--- config.mk ---
export PLATFORM = sky130hd
export DESIGN_NAME = mitbu_top
export DESIGN_NICKNAME = d
export VERILOG_FILES = /design/src/mitbu_pkg.sv /design/src/mitbu_tick_div.sv /design/src/mitbu_top.sv
export VERILOG_INCLUDE_DIRS = /design/src
export SDC_FILE = /design/constraint.sdc
export NUM_CORES = 1
export LEC_CHECK = 0
export ABC_CLOCK_PERIOD_IN_PS = 2400
export BUFFER_PORTS_ARGS = -buffer_cell sky130_fd_sc_hd__buf_2
export CAP_MARGIN = 25
export CELL_PAD_IN_SITES_DETAIL_PLACEMENT = 1
export CELL_PAD_IN_SITES_GLOBAL_PLACEMENT = 1
export CORE_MARGIN = 2
export CORE_UTILIZATION = 38
export DETAILED_ROUTE_END_ITERATION = 6
export GPL_TIMING_DRIVEN = 0
export PLACE_DENSITY = 0.9
export SLEW_MARGIN = 20
export SYNTH_ARGS = -nofsm -noshare
export SYNTH_HDL_FRONTEND = slang
export SYNTH_SLANG_ARGS = --single-unit
--- constraint.sdc ---
create_clock -name ref_clk -period 2.4 [get_ports ref_clk]
set_clock_uncertainty 0.1 [all_clocks]
set_input_delay 0.12 -clock ref_clk [delete_from_list [all_inputs] [get_ports ref_clk]]
set_output_delay 0.12 -clock ref_clk [all_outputs]
set_load 0.1 [all_outputs]
--- src/mitbu_regs.svh ---
// Register offsets, field positions, reset values and counts of the unit
`ifndef MITBU_REGS_SVH
`define MITBU_REGS_SVH

// ==========================================================
// Register byte offsets
`define MIT_OFF_CTRL0 8'h00
`define MIT_OFF_CTRL1 8'h04
`define MIT_OFF_GRPA 8'h08
`define MIT_OFF_GRPB 8'h0C
`define MIT_OFF_EDGE 8'h10
`define MIT_OFF_TBC 8'h14

// ==========================================================
// Field positions
`define MIT_B_TMRF 6
`define MIT_B_EXTBF 5
`define MIT_B_EXTAF 4
`define MIT_B_TMRE 3
`define MIT_B_EXTBE 2
`define MIT_B_EXTAE 1
`define MIT_B_GIE 0
`define MIT_B_GRPF 6
`define MIT_B_GRPE 2
`define MIT_B_TK1F 6
`define MIT_B_TK0F 5
`define MIT_B_TK1E 2
`define MIT_B_TK0E 1
`define MIT_B_NVMF 5
`define MIT_B_CMPF 4
`define MIT_B_NVME 1
`define MIT_B_CMPE 0
`define MIT_F_EDGEB 3:2
`define MIT_F_EDGEA 1:0
`define MIT_B_TKON 7
`define MIT_B_TKCK 6
`define MIT_F_TK1SEL 5:4
`define MIT_F_TK0SEL 2:0

// ==========================================================
// Reset values
`define MIT_RST_FLAGS 8'h00
`define MIT_RST_EN 9'h000
`define MIT_RST_EDGE 2'h0
`define MIT_RST_TBC 8'h37

// ==========================================================
// Vectors and counts
`define MIT_VEC_EXTA 8'h04
`define MIT_VEC_EXTB 8'h08
`define MIT_VEC_TMR 8'h0C
`define MIT_VEC_GRP 8'h18
`define MIT_TK0_BASE 8
`define MIT_TK1_BASE 12
`define MIT_SYS_DIV 4
`define MIT_FILT_LEN 4

`endif

--- src/mitbu_pkg.sv ---
// Types shared by the interrupt and time-base unit
package mitbu_pkg;

  typedef enum logic [1:0] {
    EDGE_OFF = 2'b00,
    EDGE_RISE = 2'b01,
    EDGE_FALL = 2'b10,
    EDGE_BOTH = 2'b11
  } mitbu_edge_type;

  typedef enum logic [2:0] {
    SRC_NONE = 3'b000,
    SRC_EXTA = 3'b001,
    SRC_EXTB = 3'b010,
    SRC_TMR = 3'b011,
    SRC_GRP = 3'b100
  } mitbu_src_type;

  typedef struct packed {
    logic grouped;
    logic nvm;
    logic cmp;
    logic tick1;
    logic tick0;
    logic timer;
    logic extB;
    logic extA;
  } mitbu_flags_type;

  typedef struct packed {
    logic globalIrq;
    logic grouped;
    logic nvm;
    logic cmp;
    logic tick1;
    logic tick0;
    logic timer;
    logic extB;
    logic extA;
  } mitbu_enables_type;

  typedef struct packed {
    logic on;
    logic clkSel;
    logic [1:0] tk1Sel;
    logic [2:0] tk0Sel;
  } mitbu_tbc_type;

endpackage

--- src/mitbu_tick_div.sv ---
// Shared time-base divider producing the two periodic overflow pulses
`timescale 1ns/1ps
`include "mitbu_regs.svh"
module mitbu_tick_div
  import mitbu_pkg::*;
#(
  parameter int CNT_W = 15,
  parameter int TK0_BASE = `MIT_TK0_BASE,
  parameter int TK1_BASE = `MIT_TK1_BASE
)
(
  // Clock and reset
  input wire logic ref_clk,
  input wire logic rst,
  // Control
  input wire logic tickEn,
  input wire logic run,
  input wire logic [2:0] tk0Sel,
  input wire logic [1:0] tk1Sel,
  // Overflow pulses
  output logic tick0Ovf_r,
  output logic tick1Ovf_r
);

  if (CNT_W < TK0_BASE + 7 || CNT_W < TK1_BASE + 3 || CNT_W > 31)
  begin : badWidth
    $error("mitbu_tick_div: CNT_W cannot serve the period selects");
  end

  logic [CNT_W-1:0] count_r;
  logic [CNT_W-1:0] one;
  logic [CNT_W-1:0] mask0;
  logic [CNT_W-1:0] mask1;
  logic wrap0;
  logic wrap1;

  // One counter feeds both bases, so their phases stay related
  assign one = CNT_W'(1);
  assign mask0 = (one << (TK0_BASE + int'(tk0Sel))) - one;
  assign mask1 = (one << (TK1_BASE + int'(tk1Sel))) - one;
  assign wrap0 = run & tickEn & ((count_r & mask0) == mask0);
  assign wrap1 = run & tickEn & ((count_r & mask1) == mask1);

  always_ff @(posedge ref_clk)
  begin
    if (rst || !run)
      count_r <= '0;
    else if (tickEn)
      count_r <= count_r + one;
  end

  always_ff @(posedge ref_clk)
  begin
    if (rst)
    begin
      tick0Ovf_r <= 1'b0;
      tick1Ovf_r <= 1'b0;
    end
    else
    begin
      tick0Ovf_r <= wrap0;
      tick1Ovf_r <= wrap1;
    end
  end

endmodule

--- src/mitbu_top.sv ---
// Interrupt request, vectoring and time-base unit with an APB slave
// ==========================================================
// What this block does
// - Two-bit edge select per pin: off, rising, falling, both; pin b upper.
// - Selected edge on an external pin sets its request flag.
// - External vector needs global enable and that pin's enable.
// - External service clears its flag and the global enable.
// - Pin takes external interrupt role only while its enable is set.
// - One filter on/off setting covers both external pins and timer input.
// - Timer overflow sets its flag; call when enabled and stack not full.
// - Timer service clears its flag and the global enable.
// - Time-base overflow sets its flag; service needs global, grouped and own enable.
// - No interrupt is taken while the stack is full.
// - Both time bases divide the tick source clock by a programmed ratio.
// - Grouped flag sets on time-base, comparator or memory-done requests.
// - Grouped vector called when flag, global and grouped enables allow.
// - Grouped service clears grouped flag and the global enable.
// - Individual grouped source flags stay set; software clears them.
// - Either comparator output change sets the comparator flag.
// - Comparator reaches grouped vector only with all three enables.
// - Grouped flag at bit 6, grouped enable bit 2, second control.
// - Tick0 flag bit 5, tick1 flag bit 6, enables bits 1 and 2.
// - Fixed priority: ext a 04H, ext b 08H, timer 0CH, grouped 18H.
// - Global enable clear blocks servicing of every source.
// - Any flag rising raises wake-up, whatever the enables.
`timescale 1ns/1ps
`include "mitbu_regs.svh"
module mitbu_top
  import mitbu_pkg::*;
#(
  parameter int ADDR_W = 8,
  parameter int FILT_LEN = `MIT_FILT_LEN,
  parameter int TICK_W = 15
)
(
  // Clock and reset
  input wire logic ref_clk,
  input wire logic rst,
  // APB slave
  input wire logic psel,
  input wire logic penable,
  input wire logic pwrite,
  input wire logic [ADDR_W-1:0] paddr,
  input wire logic [31:0] pwdata,
  input wire logic [3:0] pstrb,
  output logic [31:0] prdata,
  output logic pready,
  output logic pslverr,
  // CPU sequencer
  input wire logic svcSlot,
  input wire logic stackFull,
  output logic callStrobe,
  output logic [7:0] callVector,
  output logic irqPending,
  output logic wakeUp,
  // Pins
  input wire logic extPinA,
  input wire logic extPinB,
  input wire logic timerExtIn,
  input wire logic filterOn,
  output logic extAPinRole,
  output logic extBPinRole,
  output logic timerInFilt,
  // Peripheral events
  input wire logic timerOvf,
  input wire logic [1:0] cmpOut,
  input wire logic nvmDone,
  input wire logic tickSrcEn
);

  if (ADDR_W < 8 || FILT_LEN < 1 || FILT_LEN > 64)
  begin : badParam
    $error("mitbu_top: ADDR_W or FILT_LEN out of range");
  end

  localparam int FCW = $clog2(FILT_LEN) + 1;
  localparam logic [7:0] TbcRst = `MIT_RST_TBC;

  // ==========================================================
  // Registers
  mitbu_flags_type flags_r;
  mitbu_flags_type flagsNxt;
  mitbu_enables_type en_r;
  mitbu_enables_type enNxt;
  mitbu_edge_type edgeA_r;
  mitbu_edge_type edgeB_r;
  mitbu_tbc_type tbc_r;
  logic [31:0] prdata_r;
  logic callStrobe_r;
  logic [7:0] callVector_r;
  logic wakeUp_r;
  logic primed_r;
  logic [2:0] prev_r;
  logic [1:0] cmpPrev_r;
  logic [1:0] sysDiv_r;

  // ==========================================================
  // APB decode
  logic selCtrl0, selCtrl1, selGrpA, selGrpB, selEdge, selTbc;
  logic anyHit, apbSetup, apbWr;
  logic wrCtrl0, wrCtrl1, wrGrpA, wrGrpB, wrEdge, wrTbc;
  logic [7:0] rdByte;

  assign selCtrl0 = paddr == ADDR_W'(`MIT_OFF_CTRL0);
  assign selCtrl1 = paddr == ADDR_W'(`MIT_OFF_CTRL1);
  assign selGrpA = paddr == ADDR_W'(`MIT_OFF_GRPA);
  assign selGrpB = paddr == ADDR_W'(`MIT_OFF_GRPB);
  assign selEdge = paddr == ADDR_W'(`MIT_OFF_EDGE);
  assign selTbc = paddr == ADDR_W'(`MIT_OFF_TBC);
  assign anyHit = selCtrl0 | selCtrl1 | selGrpA | selGrpB | selEdge | selTbc;
  assign apbSetup = psel & ~penable;
  // Registers are one byte wide, so only lane 0 carries a write
  assign apbWr = psel & penable & pwrite & pstrb[0];
  assign wrCtrl0 = apbWr & selCtrl0;
  assign wrCtrl1 = apbWr & selCtrl1;
  assign wrGrpA = apbWr & selGrpA;
  assign wrGrpB = apbWr & selGrpB;
  assign wrEdge = apbWr & selEdge;
  assign wrTbc = apbWr & selTbc;
  assign pready = 1'b1;
  assign pslverr = psel & penable & ~anyHit;
  assign prdata = prdata_r;

  always_comb
  begin
    rdByte = 8'h00;
    if (selCtrl0)
    begin
      rdByte[`MIT_B_TMRF] = flags_r.timer;
      rdByte[`MIT_B_EXTBF] = flags_r.extB;
      rdByte[`MIT_B_EXTAF] = flags_r.extA;
      rdByte[`MIT_B_TMRE] = en_r.timer;
      rdByte[`MIT_B_EXTBE] = en_r.extB;
      rdByte[`MIT_B_EXTAE] = en_r.extA;
      rdByte[`MIT_B_GIE] = en_r.globalIrq;
    end
    else if (selCtrl1)
    begin
      rdByte[`MIT_B_GRPF] = flags_r.grouped;
      rdByte[`MIT_B_GRPE] = en_r.grouped;
    end
    else if (selGrpA)
    begin
      rdByte[`MIT_B_TK1F] = flags_r.tick1;
      rdByte[`MIT_B_TK0F] = flags_r.tick0;
      rdByte[`MIT_B_TK1E] = en_r.tick1;
      rdByte[`MIT_B_TK0E] = en_r.tick0;
    end
    else if (selGrpB)
    begin
      rdByte[`MIT_B_NVMF] = flags_r.nvm;
      rdByte[`MIT_B_CMPF] = flags_r.cmp;
      rdByte[`MIT_B_NVME] = en_r.nvm;
      rdByte[`MIT_B_CMPE] = en_r.cmp;
    end
    else if (selEdge)
    begin
      rdByte[`MIT_F_EDGEB] = edgeB_r;
      rdByte[`MIT_F_EDGEA] = edgeA_r;
    end
    else if (selTbc)
    begin
      rdByte[`MIT_B_TKON] = tbc_r.on;
      rdByte[`MIT_B_TKCK] = tbc_r.clkSel;
      rdByte[`MIT_F_TK1SEL] = tbc_r.tk1Sel;
      rdByte[`MIT_F_TK0SEL] = tbc_r.tk0Sel;
    end
  end

  // ==========================================================
  // Input filter, one setting for all three inputs
  logic [2:0] rawIn;
  logic [2:0] filt;
  assign rawIn = {timerExtIn, extPinB, extPinA};

  for (genvar g = 0; g < 3; g++)
  begin : gFilt
    logic [FCW-1:0] stable_r;
    logic bit_r;
    assign filt[g] = bit_r;
    always_ff @(posedge ref_clk)
    begin
      if (rst)
      begin
        stable_r <= '0;
        bit_r <= 1'b0;
      end
      else if (!filterOn || rawIn[g] == bit_r)
      begin
        stable_r <= '0;
        bit_r <= rawIn[g];
      end
      else if (stable_r == FCW'(FILT_LEN - 1))
      begin
        stable_r <= '0;
        bit_r <= rawIn[g];
      end
      else
        stable_r <= stable_r + FCW'(1);
    end
  end

  assign timerInFilt = filt[2];

  // ==========================================================
  // Event detection
  logic [2:0] rise, fall;
  logic [1:0] edgeABits, edgeBBits;
  logic extAHit, extBHit, cmpChange;
  logic tickEn, sysQuarterEn, tick0Ovf, tick1Ovf;

  // Edges are ignored until the history has been loaded once
  assign rise = filt & ~prev_r & {3{primed_r}};
  assign fall = ~filt & prev_r & {3{primed_r}};
  assign edgeABits = edgeA_r;
  assign edgeBBits = edgeB_r;
  assign extAHit = (edgeABits[0] & rise[0]) | (edgeABits[1] & fall[0]);
  assign extBHit = (edgeBBits[0] & rise[1]) | (edgeBBits[1] & fall[1]);
  assign cmpChange = primed_r & (|(cmpOut ^ cmpPrev_r));
  assign sysQuarterEn = sysDiv_r == 2'(`MIT_SYS_DIV - 1);
  assign tickEn = tbc_r.clkSel ? sysQuarterEn : tickSrcEn;

  mitbu_tick_div #(
    .CNT_W(TICK_W),
    .TK0_BASE(`MIT_TK0_BASE),
    .TK1_BASE(`MIT_TK1_BASE)
  ) uTickDiv (
    .ref_clk(ref_clk),
    .rst(rst),
    .tickEn(tickEn),
    .run(tbc_r.on),
    .tk0Sel(tbc_r.tk0Sel),
    .tk1Sel(tbc_r.tk1Sel),
    .tick0Ovf_r(tick0Ovf),
    .tick1Ovf_r(tick1Ovf)
  );

  // ==========================================================
  // Service selection
  logic reqExtA, reqExtB, reqTmr, reqGrp, canTake, callTake;
  mitbu_src_type svcSrc;
  logic [7:0] svcVec;

  assign reqExtA = flags_r.extA & en_r.extA;
  assign reqExtB = flags_r.extB & en_r.extB;
  assign reqTmr = flags_r.timer & en_r.timer;
  assign reqGrp = flags_r.grouped & en_r.grouped;
  assign canTake = svcSlot & en_r.globalIrq & ~stackFull;
  assign svcSrc = !canTake ? SRC_NONE :
                  reqExtA ? SRC_EXTA :
                  reqExtB ? SRC_EXTB :
                  reqTmr ? SRC_TMR :
                  reqGrp ? SRC_GRP : SRC_NONE;
  assign callTake = svcSrc != SRC_NONE;
  assign svcVec = (svcSrc == SRC_EXTA) ? `MIT_VEC_EXTA :
                  (svcSrc == SRC_EXTB) ? `MIT_VEC_EXTB :
                  (svcSrc == SRC_TMR) ? `MIT_VEC_TMR : `MIT_VEC_GRP;
  assign irqPending = en_r.globalIrq & ~stackFull &
                      (reqExtA | reqExtB | reqTmr | reqGrp);

  // ==========================================================
  // Flag and enable update
  mitbu_flags_type hwSet, svcClr, swVal, swMask;
  mitbu_enables_type enVal, enMask;

  // Grouped flag only follows sources whose own enable is set
  assign hwSet = '{
    grouped: (tick0Ovf & en_r.tick0) | (tick1Ovf & en_r.tick1) |
             (cmpChange & en_r.cmp) | (nvmDone & en_r.nvm),
    nvm: nvmDone,
    cmp: cmpChange,
    tick1: tick1Ovf,
    tick0: tick0Ovf,
    timer: timerOvf,
    extB: extBHit,
    extA: extAHit};
  // Source flags of the group are never in the clear set
  assign svcClr = '{
    grouped: svcSrc == SRC_GRP,
    nvm: 1'b0,
    cmp: 1'b0,
    tick1: 1'b0,
    tick0: 1'b0,
    timer: svcSrc == SRC_TMR,
    extB: svcSrc == SRC_EXTB,
    extA: svcSrc == SRC_EXTA};
  assign swVal = '{
    grouped: pwdata[`MIT_B_GRPF],
    nvm: pwdata[`MIT_B_NVMF],
    cmp: pwdata[`MIT_B_CMPF],
    tick1: pwdata[`MIT_B_TK1F],
    tick0: pwdata[`MIT_B_TK0F],
    timer: pwdata[`MIT_B_TMRF],
    extB: pwdata[`MIT_B_EXTBF],
    extA: pwdata[`MIT_B_EXTAF]};
  assign swMask = '{grouped: wrCtrl1, nvm: wrGrpB, cmp: wrGrpB,
                    tick1: wrGrpA, tick0: wrGrpA, timer: wrCtrl0,
                    extB: wrCtrl0, extA: wrCtrl0};
  // A hardware event in the same cycle as a clear still lands
  assign flagsNxt = mitbu_flags_type'((flags_r & ~(swMask | svcClr)) |
                    (swVal & swMask) | hwSet);

  assign enVal = '{
    globalIrq: pwdata[`MIT_B_GIE],
    grouped: pwdata[`MIT_B_GRPE],
    nvm: pwdata[`MIT_B_NVME],
    cmp: pwdata[`MIT_B_CMPE],
    tick1: pwdata[`MIT_B_TK1E],
    tick0: pwdata[`MIT_B_TK0E],
    timer: pwdata[`MIT_B_TMRE],
    extB: pwdata[`MIT_B_EXTBE],
    extA: pwdata[`MIT_B_EXTAE]};
  assign enMask = '{globalIrq: wrCtrl0, grouped: wrCtrl1, nvm: wrGrpB,
                    cmp: wrGrpB, tick1: wrGrpA, tick0: wrGrpA,
                    timer: wrCtrl0, extB: wrCtrl0, extA: wrCtrl0};
  assign enNxt = mitbu_enables_type'((en_r & ~enMask) | (enVal & enMask));

  always_ff @(posedge ref_clk)
  begin
    if (rst)
    begin
      flags_r <= mitbu_flags_type'(`MIT_RST_FLAGS);
      en_r <= mitbu_enables_type'(`MIT_RST_EN);
    end
    else
    begin
      flags_r <= flagsNxt;
      en_r <= enNxt;
      if (callTake)
        en_r.globalIrq <= 1'b0;
    end
  end

  always_ff @(posedge ref_clk)
  begin
    if (rst)
    begin
      edgeA_r <= mitbu_edge_type'(`MIT_RST_EDGE);
      edgeB_r <= mitbu_edge_type'(`MIT_RST_EDGE);
      tbc_r <= '{on: TbcRst[`MIT_B_TKON], clkSel: TbcRst[`MIT_B_TKCK],
                 tk1Sel: TbcRst[`MIT_F_TK1SEL],
                 tk0Sel: TbcRst[`MIT_F_TK0SEL]};
    end
    else
    begin
      if (wrEdge)
      begin
        edgeA_r <= mitbu_edge_type'(pwdata[`MIT_F_EDGEA]);
        edgeB_r <= mitbu_edge_type'(pwdata[`MIT_F_EDGEB]);
      end
      if (wrTbc)
        tbc_r <= '{on: pwdata[`MIT_B_TKON], clkSel: pwdata[`MIT_B_TKCK],
                   tk1Sel: pwdata[`MIT_F_TK1SEL],
                   tk0Sel: pwdata[`MIT_F_TK0SEL]};
    end
  end

  always_ff @(posedge ref_clk)
  begin
    if (rst)
    begin
      prdata_r <= 32'h0000_0000;
      callStrobe_r <= 1'b0;
      callVector_r <= 8'h00;
      wakeUp_r <= 1'b0;
      primed_r <= 1'b0;
      prev_r <= 3'h0;
      cmpPrev_r <= 2'h0;
      sysDiv_r <= 2'h0;
    end
    else
    begin
      if (apbSetup)
        prdata_r <= {24'h00_0000, rdByte};
      callStrobe_r <= callTake;
      if (callTake)
        callVector_r <= svcVec;
      wakeUp_r <= |(flagsNxt & ~flags_r);
      primed_r <= 1'b1;
      prev_r <= filt;
      cmpPrev_r <= cmpOut;
      sysDiv_r <= sysDiv_r + 2'h1;
    end
  end

  assign callStrobe = callStrobe_r;
  assign callVector = callVector_r;
  assign wakeUp = wakeUp_r;
  assign extAPinRole = en_r.extA;
  assign extBPinRole = en_r.extB;
endmodule

; Yosys cells after proc, flatten, opt, wreduce, memory -nomap -nowiden
; Index checks and enable logic that the tools add are counted.
; Widths: inputs -> output; s select.
[word_totals]
input_bits = 60
word_cells = 191
output_inout_bits = 48
regBits = 82
[op_classes]
n_shift = 2
n_eq_ne = 18
reduce_logical = 17
n_mux = 37
bitwise_logic = 68
n_addsub = 9
[ops]
columns = cell, n
row1 = $shl 1x32->15 const A, 2
row2 = $and 1x1->1, 31
row3 = $and 15x15->15, 2
row4 = $eq 15x15->1, 2
row5 = $sub 15x1->15 const B, 2
row6 = $and 8x8->8, 3
row7 = $mux 3, 8
row8 = $or 8x8->8, 3
row9 = $and 9x9->9, 2
row10 = $eq 8x4->1 const B, 2
row11 = $eq 8x5->1 const B, 2
row12 = $mux 2, 8
row13 = $not 8->8, 2
row14 = $add 15x1->15 const B, 1
row15 = $eq 3x2->1 const B, 5
row16 = $mux 1, 15
row17 = $mux 5, 3
row18 = $or 1x1->1, 13
row19 = $add 3x1->3 const B, 3
row20 = $not 9->9, 1
row21 = $or 9x9->9, 1
row22 = $reduce_or 3->1, 3
row23 = $and 2x2->2, 4
row24 = $eq 8x3->1 const B, 1
row25 = other kinds (19), 32

; Logic depth before layout (Yosys ltp)
; Gate-level depths: netlist (run 1).
[depth]
word_depth = 14
depth_mapped = 9
depth_no_buf = 8

; By module
; From an unflattened synthesis (run 1), not the netlist that was laid out.
[hier_totals]
cells_unflattened = 447
area_unflattened_um2 = 3866.2
[modules_own_cells]
columns = module, cells_each, area_each_um2, seq_area_each_um2, instances
row1 = mitbu_top, 340, 2979.1, 1201.2, 1
row2 = mitbu_tick_div, 107, 887.1, 340.3, 1

; Worst setup path after synthesis (run 1)
; No wires, ideal clock.
[synth_timing]
kind = reg2out
startpoint = reg with a tool-made name
endpoint = out irqPending
n_path_buf = 0
required_time_ps = 2180
path_stages_with_launch = 3
setup_slack_ps = -1623
arrival_time_ps = 3803
path_cell_list = dfxtp_1 -> nand2_1 -> a311oi_1
[synth_rtl]
columns = element, line_no
row1 = "end, declared", mitbu_top.sv:54  ; output logic irqPending,

==> results of run 1 <==
==> worst max-delay path: stages (launching register included) <==
cell	delay, ns
dfxtp_1	0.39
nand3b_1	0.22
a21oi_1	0.40
nand3_1	0.14
nand3_1	0.14
a31oi_1	0.11
dlygate4sd3_1	0.59
==> power by group through the flow <==
stage          clock network, W  logic (W)  registers (W)
5_1_grt                 0.00108   0.000515        0.00132
3_5_place_dp                  0   0.000467        0.00135
2_1_floorplan                 0   0.000345        0.00138
4_1_cts                 0.00102   0.000487        0.00132
3_3_place_gp                  0   0.000460        0.00134
6_report                0.00101   0.000491        0.00132
==> kinds of logic (layout without fill, tap and decap cells) <==
family | count (synthesis) | after routing | synth area share [%]
AO/OA/AOI/OAI | 72 | 72 | 12.28
XOR/XNOR | 19 | 19 | 4.266
adder cells (fa/ha/maj) | 9 | 9 | 2.887
other | 2 | 30 | 0.1925
flip-flops | 77 | 77 | 39.51
buffers and inverters | 66 | 143 | 9.237
multiplexers | 34 | 34 | 8.852
AND/OR/NAND/NOR | 178 | 178 | 22.77
==> layer usage <==
layer | track usage (%) | vias up
met5 | 0 | -
met2 | 34.84 | 121
met3 | 4.143 | 23
met4 | 7.333 | 0
met1 | 25.56 | 1679
li1 | - | 1723
==> placed cells by master (no fill, tap or decap), types with 7 or more instances in the layout <==
cell type and n:
nand3_1 8, a21oi_1 21, dfxtp_1 75, nor2_1 54, a31oi_1 7, dlygate4sd3_1 14, buf_2 48, ha_1 9
clkbuf_1 15, mux2i_1 30, nand2_1 47, buf_4 30, o21ai_0 10, xnor2_1 11, xor2_1 8, inv_1 20
conb_1 30, nor3_1 14, clkbuf_8 11, nor2b_1 13
==> timing repair <==
| action | CTS | global route |
|---|---|---|
| setup endpoints to repair | 0 | 1 |
| gates resized for setup | 0 | 1 |
| hold buffers | 14 | 0 |
| hold endpoints to repair | 15 | 0 |
==> final cells by class <==
class | instances | share of cell area [%]
Buffer | 46 | 5.972
Clock buffer | 11 | 3.169
Clock inverter | 4 | 0.9953
Inverter | 20 | 1.572
Multi-Input combinational cell | 342 | 44.53
Sequential cell | 77 | 32.32
Tap cell | 133 | 3.484
Timing Repair Buffer | 62 | 7.962
==> worst min path at each step <==
stage,to,depth (start not counted)
after floorplan,tbc_r[0]$_SDFFE_PP1P_,2
after global placement,cmpPrev_r[0]$_SDFF_PP0_,2
after detailed placement,cmpPrev_r[1]$_SDFF_PP0_,2
after CTS,tbc_r[5]$_SDFFE_PP0P_,3
after global routing,tbc_r[5]$_SDFFE_PP0P_,3
final,tbc_r[5]$_SDFFE_PP0P_,3
==> stage by stage <==
stage	cells	instance area, um2	hold slack [ns]	setup slack [ns]
3_3_place_gp	666	4433	0.2649	0.2010
5_1_grt	695	4777	0.05903	0.06732
4_1_cts	695	4772	0.03128	0.2643
3_5_place_dp	666	4433	0.2744	0.1926
2_1_floorplan	485	4026	0.1451	0.1811
6_report	695	4777	0.03160	0.2099
==> run metrics, run 1 <==
fillers=1223; grt total ovfl=0; Reg2Reg Capture Point=flags_r[2]$_SDFF_PP0_; ANT nets after route=0; maximum clock frequency=456.6 MHz; total CTS buffers=9; H-tree levels=3; CP Data Required Time=2.55 ns; Mapped Area=3901 um2; Worst R2R Path Depth=6; Max Cap Viol=0; Seq/Total Area, Yosys=39.51%; initial antenna violation count=0; Main synth FF type=dfxtp_1; commonest cells in the netlist=dfxtp_1, nor2_1, nand2_1; Reg area=1544 um2; DR vias=3546; TritonCTS clock tree=yes; Yosys Warn Count=0; final setup TNS=0 ns; iteration-0 DRC count of the detailed router=169; CP endpoint kind=register; port buffer count=48; critical path class=reg -> reg; sequential power share=46.8%; fin util=48.43%; metal3 WL=735 um; Setup Viol. Count Final=0; PwrDens=589.0 nW/um2; Clock power frac=35.8%; Synth top area share=39.51%; reg2reg setup slack=0.21 ns; vias per cell=5.102; Seq cells post-synth=77; Hold Vio Cnt, Final=0; Starting Density=39.55%; HPWL Detailed=8448 um; CP max FO=6; Gate Count Post-Synth=457; number of global-route vias before repair=3698; HP Class=in -> reg; first-pass GRT wire length=18020 um; GRT Util Overall=20.47%; CTS Buffer Depth=2; Highest Signal Layer=met4; row count=36; antenna fix cells=0; Slew @ Worst Pin=0.6329 ns; Critical Path Sink=flags_r[2]$_SDFF_PP0_; Tot Pwr=0.002814 W; Synth area leader=dfxtp_1; DR WL/cell=16.18 um; DRT met1 WL=4878 um; layout cell share with drive strength beyond 1=19.57%; Post-CTS Setup Inserts=0; first drt pass iteration count=4; fin nets=627; CTS sink count=77; Post-synth EDFFs=0; Top-Level Pins=108; clock slew at reported path FFs=0.08 ns; Synth area leaders=dfxtp_1, mux2i_1, buf_4; switch share=30.80%; DRC violations left=0; Layout area overhead=22.45%; final wirelength=11240 um; met2 routed wirelength=5338 um; startpoint types=register; Slew Limit Headroom=57.81%; P_sw=0.0008666 W; clk root buf=clkbuf_8; core footprint=9864 um2; RSZ-0062 raised after global routing=no; FFs w/ async S/R, synth=0%; hold path start=pwdata[6]; synth unique cells=53; run status=complete, no violations; largest net degree at the start of global routing=13; count leader, synth=dfxtp_1; Syn Area/Cell=8.537 um2; Final Critical Period=2.190 ns; worst path arrival time=2.34 ns; fin. max-slew vios=0; worst skew pair latency=0.36 ns; gpl congestion=0.8998; leakage power=2.040 nW; die height=105.3 um; Die Wd=105.3 um; part of the cycle the worst path needs=91.26%; Int Power=0.001947 W; area taken by multi-input logic gates=2127 um2; Comb pwr share=17.4%; die area=11090 um2; maximum VDD drop=0.2661 mV
(Power assumes the default switching activity.)
==> inputs of run 2 (changes only) <==
Settings changed: RECOVER_POWER set to 100.
==> run metrics, run 2 (synthesis gave the netlist of run 1 again) <==
run status=complete, no violations; die area=11090 um2 (unchanged); Top-Level Pins=108 (unchanged); Place WS=0.1926 ns (unchanged); total CTS buffers=9 (unchanged); CP endpoint kind=register; first drt pass iteration count=4 (unchanged); die height=105.3 um (unchanged); fin nets=627 (unchanged); Die Wd=105.3 um (unchanged); Post-CTS Setup Inserts=0 (unchanged); worst skew pair latency=0.36 ns (about the same); WHS Endpoint=tbc_r[5]$_SDFFE_PP0P_; final wirelength=11270 um (+0.20%); part of the cycle the worst path needs=95.32% (+4.1 points); ANT nets after route=0 (unchanged); CP Data Required Time=2.51 ns (-0.04 ns); most frequent cells in the layout=dfxtp_1, nor2_1, nand2_1; largest net degree at the start of global routing=13 (unchanged); core footprint=9864 um2 (unchanged); Setup Viol. Count Final=0 (unchanged); CTS sink count=77 (unchanged); H-tree levels=3 (unchanged); critical path class=in -> reg; Slew Limit Headroom=21.76% (-36 points); HPWL Detailed=8448 um (unchanged); grt total ovfl=0 (unchanged); final setup TNS=0 ns (unchanged); startpoint types=input port; maximum clock frequency=437.1 MHz (-4.3%); Worst R2R Path Depth=6 (unchanged); initial antenna violation count=0 (unchanged); Max Cap Viol=0 (unchanged); antenna fix cells=0 (unchanged); GRT Util Overall=20.47% (unchanged); Starting Density=39.55% (unchanged); layout cell share with drive strength beyond 1=15.30% (-4.3 points); fillers=1234 (+0.90%); TritonCTS clock tree=yes; Layout area overhead=21.07%; HP Class=in -> reg; Hold Path Cell Cnt=3 (unchanged); PwrDens=594.8 nW/um2 (+0.98%); Highest Signal Layer=met4; Reg area=1544 um2 (unchanged); DR vias=3562 (+0.45%); DR WL/cell=16.21 um (+0.20%); Final WS setup=0.1123 ns (-0.09757 ns); clock slew at reported path FFs=0.07 ns (about the same); DRC violations left=0 (unchanged); port buffer count=48 (unchanged); commonest non-fill, non-tap cell in the layout=dfxtp_1; metal3 WL=650 um (-12%); maximum VDD drop=0.2659 mV (about the same); hold path start=pwdata[6]; CTS Buffer Depth=2 (unchanged); DRT met1 WL=4975 um (+2.0%); row count=36 (unchanged); number of global-route vias before repair=3698 (unchanged); Hold Vio Cnt, Final=0 (unchanged); Slew @ Worst Pin=1.179 ns (+0.5457 ns); iteration-0 DRC count of the detailed router=187 (+11%); gpl congestion=0.8998 (unchanged); CP max FO=7 (+1); reg2reg setup slack=0.20 ns (about the same); leakage power=1.938 nW (-5.0%); first-pass GRT wire length=18020 um (unchanged); Reg2Reg Capture Point=flags_r[2]$_SDFF_PP0_; vias per cell=5.125 (+0.45%); area taken by multi-input logic gates=2096 um2 (-1.5%); met2 routed wirelength=5416 um (+1.5%); fin. max-slew vios=0 (unchanged); worst path arrival time=2.40 ns (+0.06 ns); RSZ-0062 raised after global routing=no; clk root buf=clkbuf_8; Final Critical Period=2.288 ns (+0.09757 ns)
-- run 2: how the worst max path moves through the flow --
| stage | start | slack, ns | end | depth (start not counted) |
|---|---|---|---|---|
| global placement | paddr[4] | 0.20 | wakeUp$_SDFF_PP0_ | 6 |
| finish | paddr[1] | 0.11 | tbc_r[2]$_SDFFE_PP1P_ | 6 |
| global route | paddr[1] | 0.04 | tbc_r[2]$_SDFFE_PP1P_ | 6 |
| floorplan | paddr[4] | 0.18 | pslverr | 3 |
| detailed placement | paddr[1] | 0.19 | tbc_r[2]$_SDFFE_PP1P_ | 6 |
| CTS | paddr[4] | 0.26 | flags_r[2]$_SDFF_PP0_ | 7 |
-- run 2: report_power, final --
group	leakage [nW]	internal [W]	total, W	switching, W
sequential	0.626	0.00130	0.00132	0.0000176
clock	0.101	0.000528	0.00101	0.000478
combinational	1.21	0.000118	0.000487	0.000369
-- run 2: worst max-delay path, stage by stage --
cell and delay [ns]:
buf_2 0.10, or4_1 0.57, nor3_1 0.56, nand4_1 0.60, mux2i_1 0.36, nand2_1 0.09
-- run 2: through the flow --
step / instance area [um2] / cells / utilization, % / total power [W] / hold WS, ns
floorplan: 4026 / 485 / - / 0.001725 / 0.1451
global placement: 4433 / 666 / 44.94 / 0.001804 / 0.2649
detailed placement: 4433 / 666 / 44.94 / 0.001813 / 0.2744
CTS: 4772 / 695 / 48.38 / 0.002821 / 0.03128
global route: 4723 / 695 / 47.88 / 0.002905 / 0.05959
finish: 4723 / 695 / 47.88 / 0.002809 / 0.04243
-- run 2: final cells by class --
class | count | area share [%]
Clock buffer | 11 | 3.205
Clock inverter | 4 | 1.007
Timing Repair Buffer | 62 | 7.576
Inverter | 20 | 1.589
Multi-Input combinational cell | 342 | 44.37
Sequential cell | 77 | 32.69
Tap cell | 133 | 3.523
Buffer | 46 | 6.040
-- run 2: metal layers --
| metal | up-vias | global-route usage [%] |
|---|---|---|
| met5 | - | 0 |
| met4 | 0 | 7.333 |
| met3 | 21 | 4.143 |
| met2 | 116 | 34.84 |
| met1 | 1702 | 25.56 |
| li1 | 1723 | - |
-- run 2: repair_timing --
item,CTS,global route
hold buffers,14,0
endpoints found under the hold margin,15,0
setup endpoints to repair,0,1
resized for setup,0,1
==> inputs of run 3 (changes only) <==
Settings changed: CORE_UTILIZATION 38 to 40, CTS_BUF_LIST set to sky130_fd_sc_hd__clkbuf_2, PLACE_DENSITY 0.9 to 0.94.
==> run metrics, run 3 (synthesis gave the netlist of run 1 again) <==
worst skew pair latency=0.57 ns (+0.21 ns); core footprint=9639 um2 (-2.3%); number of global-route vias before repair=3822 (+3.4%); initial antenna violation count=0 (unchanged); first-pass GRT wire length=19130 um (+6.2%); part of the cycle the worst path needs=96.19% (+0.87 points); row count=36 (unchanged); total CTS buffers=9 (unchanged); maximum VDD drop=0.2237 mV (-16%); Slew Limit Headroom=20.57% (-1.2 points); Setup Viol. Count Final=0 (unchanged); final wirelength=12180 um (+8.1%); fin. max-slew vios=0 (unchanged); layout cell share with drive strength beyond 1=15.56% (+0.25 points); grt total ovfl=0 (unchanged); CTS Buffer Depth=2 (unchanged); HPWL Detailed=8505 um (+0.68%); CP Data Required Time=2.18 ns (-0.33 ns); final setup TNS=0 ns (unchanged); CTS sink count=77 (unchanged); first drt pass iteration count=4 (unchanged); Max Cap Viol=0 (unchanged); largest net degree at the start of global routing=15 (+2); leakage power=2.010 nW (+3.7%); Critical Path Source=flags_r[2]$_SDFF_PP0_; Layout area overhead=24.53%; TritonCTS clock tree=yes; Critical R2R Launch=tbc_r[2]$_SDFFE_PP1P_; Die Wd=102.8 um (-2.4%); CP max FO=6 (-1); Hold Vio Cnt, Final=0 (unchanged); RSZ-0062 raised after global routing=no; vias per cell=5.231 (+2.1%); clock slew at reported path FFs=0.21 ns (+0.14 ns); fillers=1234 (unchanged); DRC violations left=0 (unchanged); Slew @ Worst Pin=1.197 ns (+0.01804 ns); startpoint types=register; iteration-0 DRC count of the detailed router=133 (-29%); ANT nets after route=0 (unchanged); DR vias=3756 (+5.4%); hold path start=pstrb[0]; H-tree levels=3 (unchanged); fin nets=649 (+3.5%); Post-Place Cell Area=4433 um2 (unchanged); Final Critical Period=2.309 ns (+0.02090 ns); worst path arrival time=2.09 ns (-0.31 ns); clk root buf=clkbuf_2; run status=complete, no violations; commonest non-fill, non-tap cell in the layout=dfxtp_1; GRT Util Overall=23.62% (+3.2 points); CTS-repair resized insts=0 (unchanged); post-layout instance area=4858 um2 (+2.9%); PwrDens=513.2 nW/um2 (-14%); Starting Density=40.47% (+0.92 points); Top-Level Pins=108 (unchanged); maximum clock frequency=433.2 MHz (-0.91%); CP endpoint kind=output port; DR WL/cell=16.96 um (+4.6%); die height=102.8 um (-2.4%); Post-CTS Setup Inserts=0 (unchanged); antenna fix cells=0 (unchanged); critical path class=reg -> out; gpl congestion=0.8934 (-0.71%); port buffer count=48 (unchanged); die area=10560 um2 (-4.8%); most frequent cells in the layout=dfxtp_1, nor2_1, nand2_1; HP Class=in -> reg
run 3: cell types whose count changed in the layout (fill, tap and decap cells not counted), sizes merged:
cell	change
buf	+5
clkbuf	-6
dlygate4sd3	+22
bufinv	-1
clkinvlp	+1
inv	+2
run 3: final timing paths:
check | to | slack, ns | depth (start not counted)
worst max-delay path | irqPending | 0.09 | 3
worst min-delay path | register | 0.04 | 5
worst max register to register | uTickDiv.tick0Ovf_r$_SDFF_PP0_ | 0.25 | 8
worst min register to register | gFilt[0].stable_r[0]$_SDFF_PP0_ | 0.34 | 1
run 3: worst max-delay path: stages (launching register included):
cell and delay (ns):
dfxtp_1 0.54, a22oi_1 0.28, a311oi_4 0.25, buf_2 0.46
run 3: report_power, final:
group          internal (W)  switching [W]  leakage (nW)  total, W
Sequential          0.00130      0.0000190         0.626   0.00132
Clock              0.000147       0.000500        0.0589  0.000647
Combinational      0.000141       0.000382          1.33  0.000523
Total               0.00159       0.000901          2.01   0.00249
run 3: through the flow:
stage | hold slack [ns] | util [%] | std cells | setup slack (ns) | total power (W)
after detailed placement | 0.2832 | 45.99 | 666 | 0.2049 | 0.001815
after CTS | 0.004793 | 50.52 | 716 | 0.06789 | 0.002493
final | 0.03793 | 50.40 | 718 | 0.09139 | 0.002493
after global routing | 0.04255 | 50.40 | 718 | 0.02194 | 0.002586
after global placement | 0.2737 | 45.99 | 666 | 0.2427 | 0.001804
after floorplan | 0.1451 | - | 485 | 0.1811 | 0.001725
run 3: what timing repair did:
item,in CTS,in global routing
hold endpoints to repair,57,5
setup endpoints to repair,0,1
hold buffers,34,3
run 3: routing by layer:
layer | up-vias | routed length (um) | GRT usage (%)
met3 | 37 | 722 | 4.068
li1 | 1775 | - | -
met1 | 1799 | 5160 | 28.15
met4 | 0 | 472 | 12.25
met5 | - | 0 | 0
met2 | 145 | 5821 | 40.82
run 3: final cells by class:
cell class | instances | area (um2) | area share, %
buffer | 46 | 285.3 | 5.872
clock buffer | 10 | 50.05 | 1.030
clock inverter | 6 | 46.29 | 0.9529
inverter | 20 | 75.07 | 1.545
multi-input combinational | 342 | 2111 | 43.45
sequential | 77 | 1544 | 31.78
tap | 133 | 166.4 | 3.425
timing repair buffer | 84 | 580.6 | 11.95
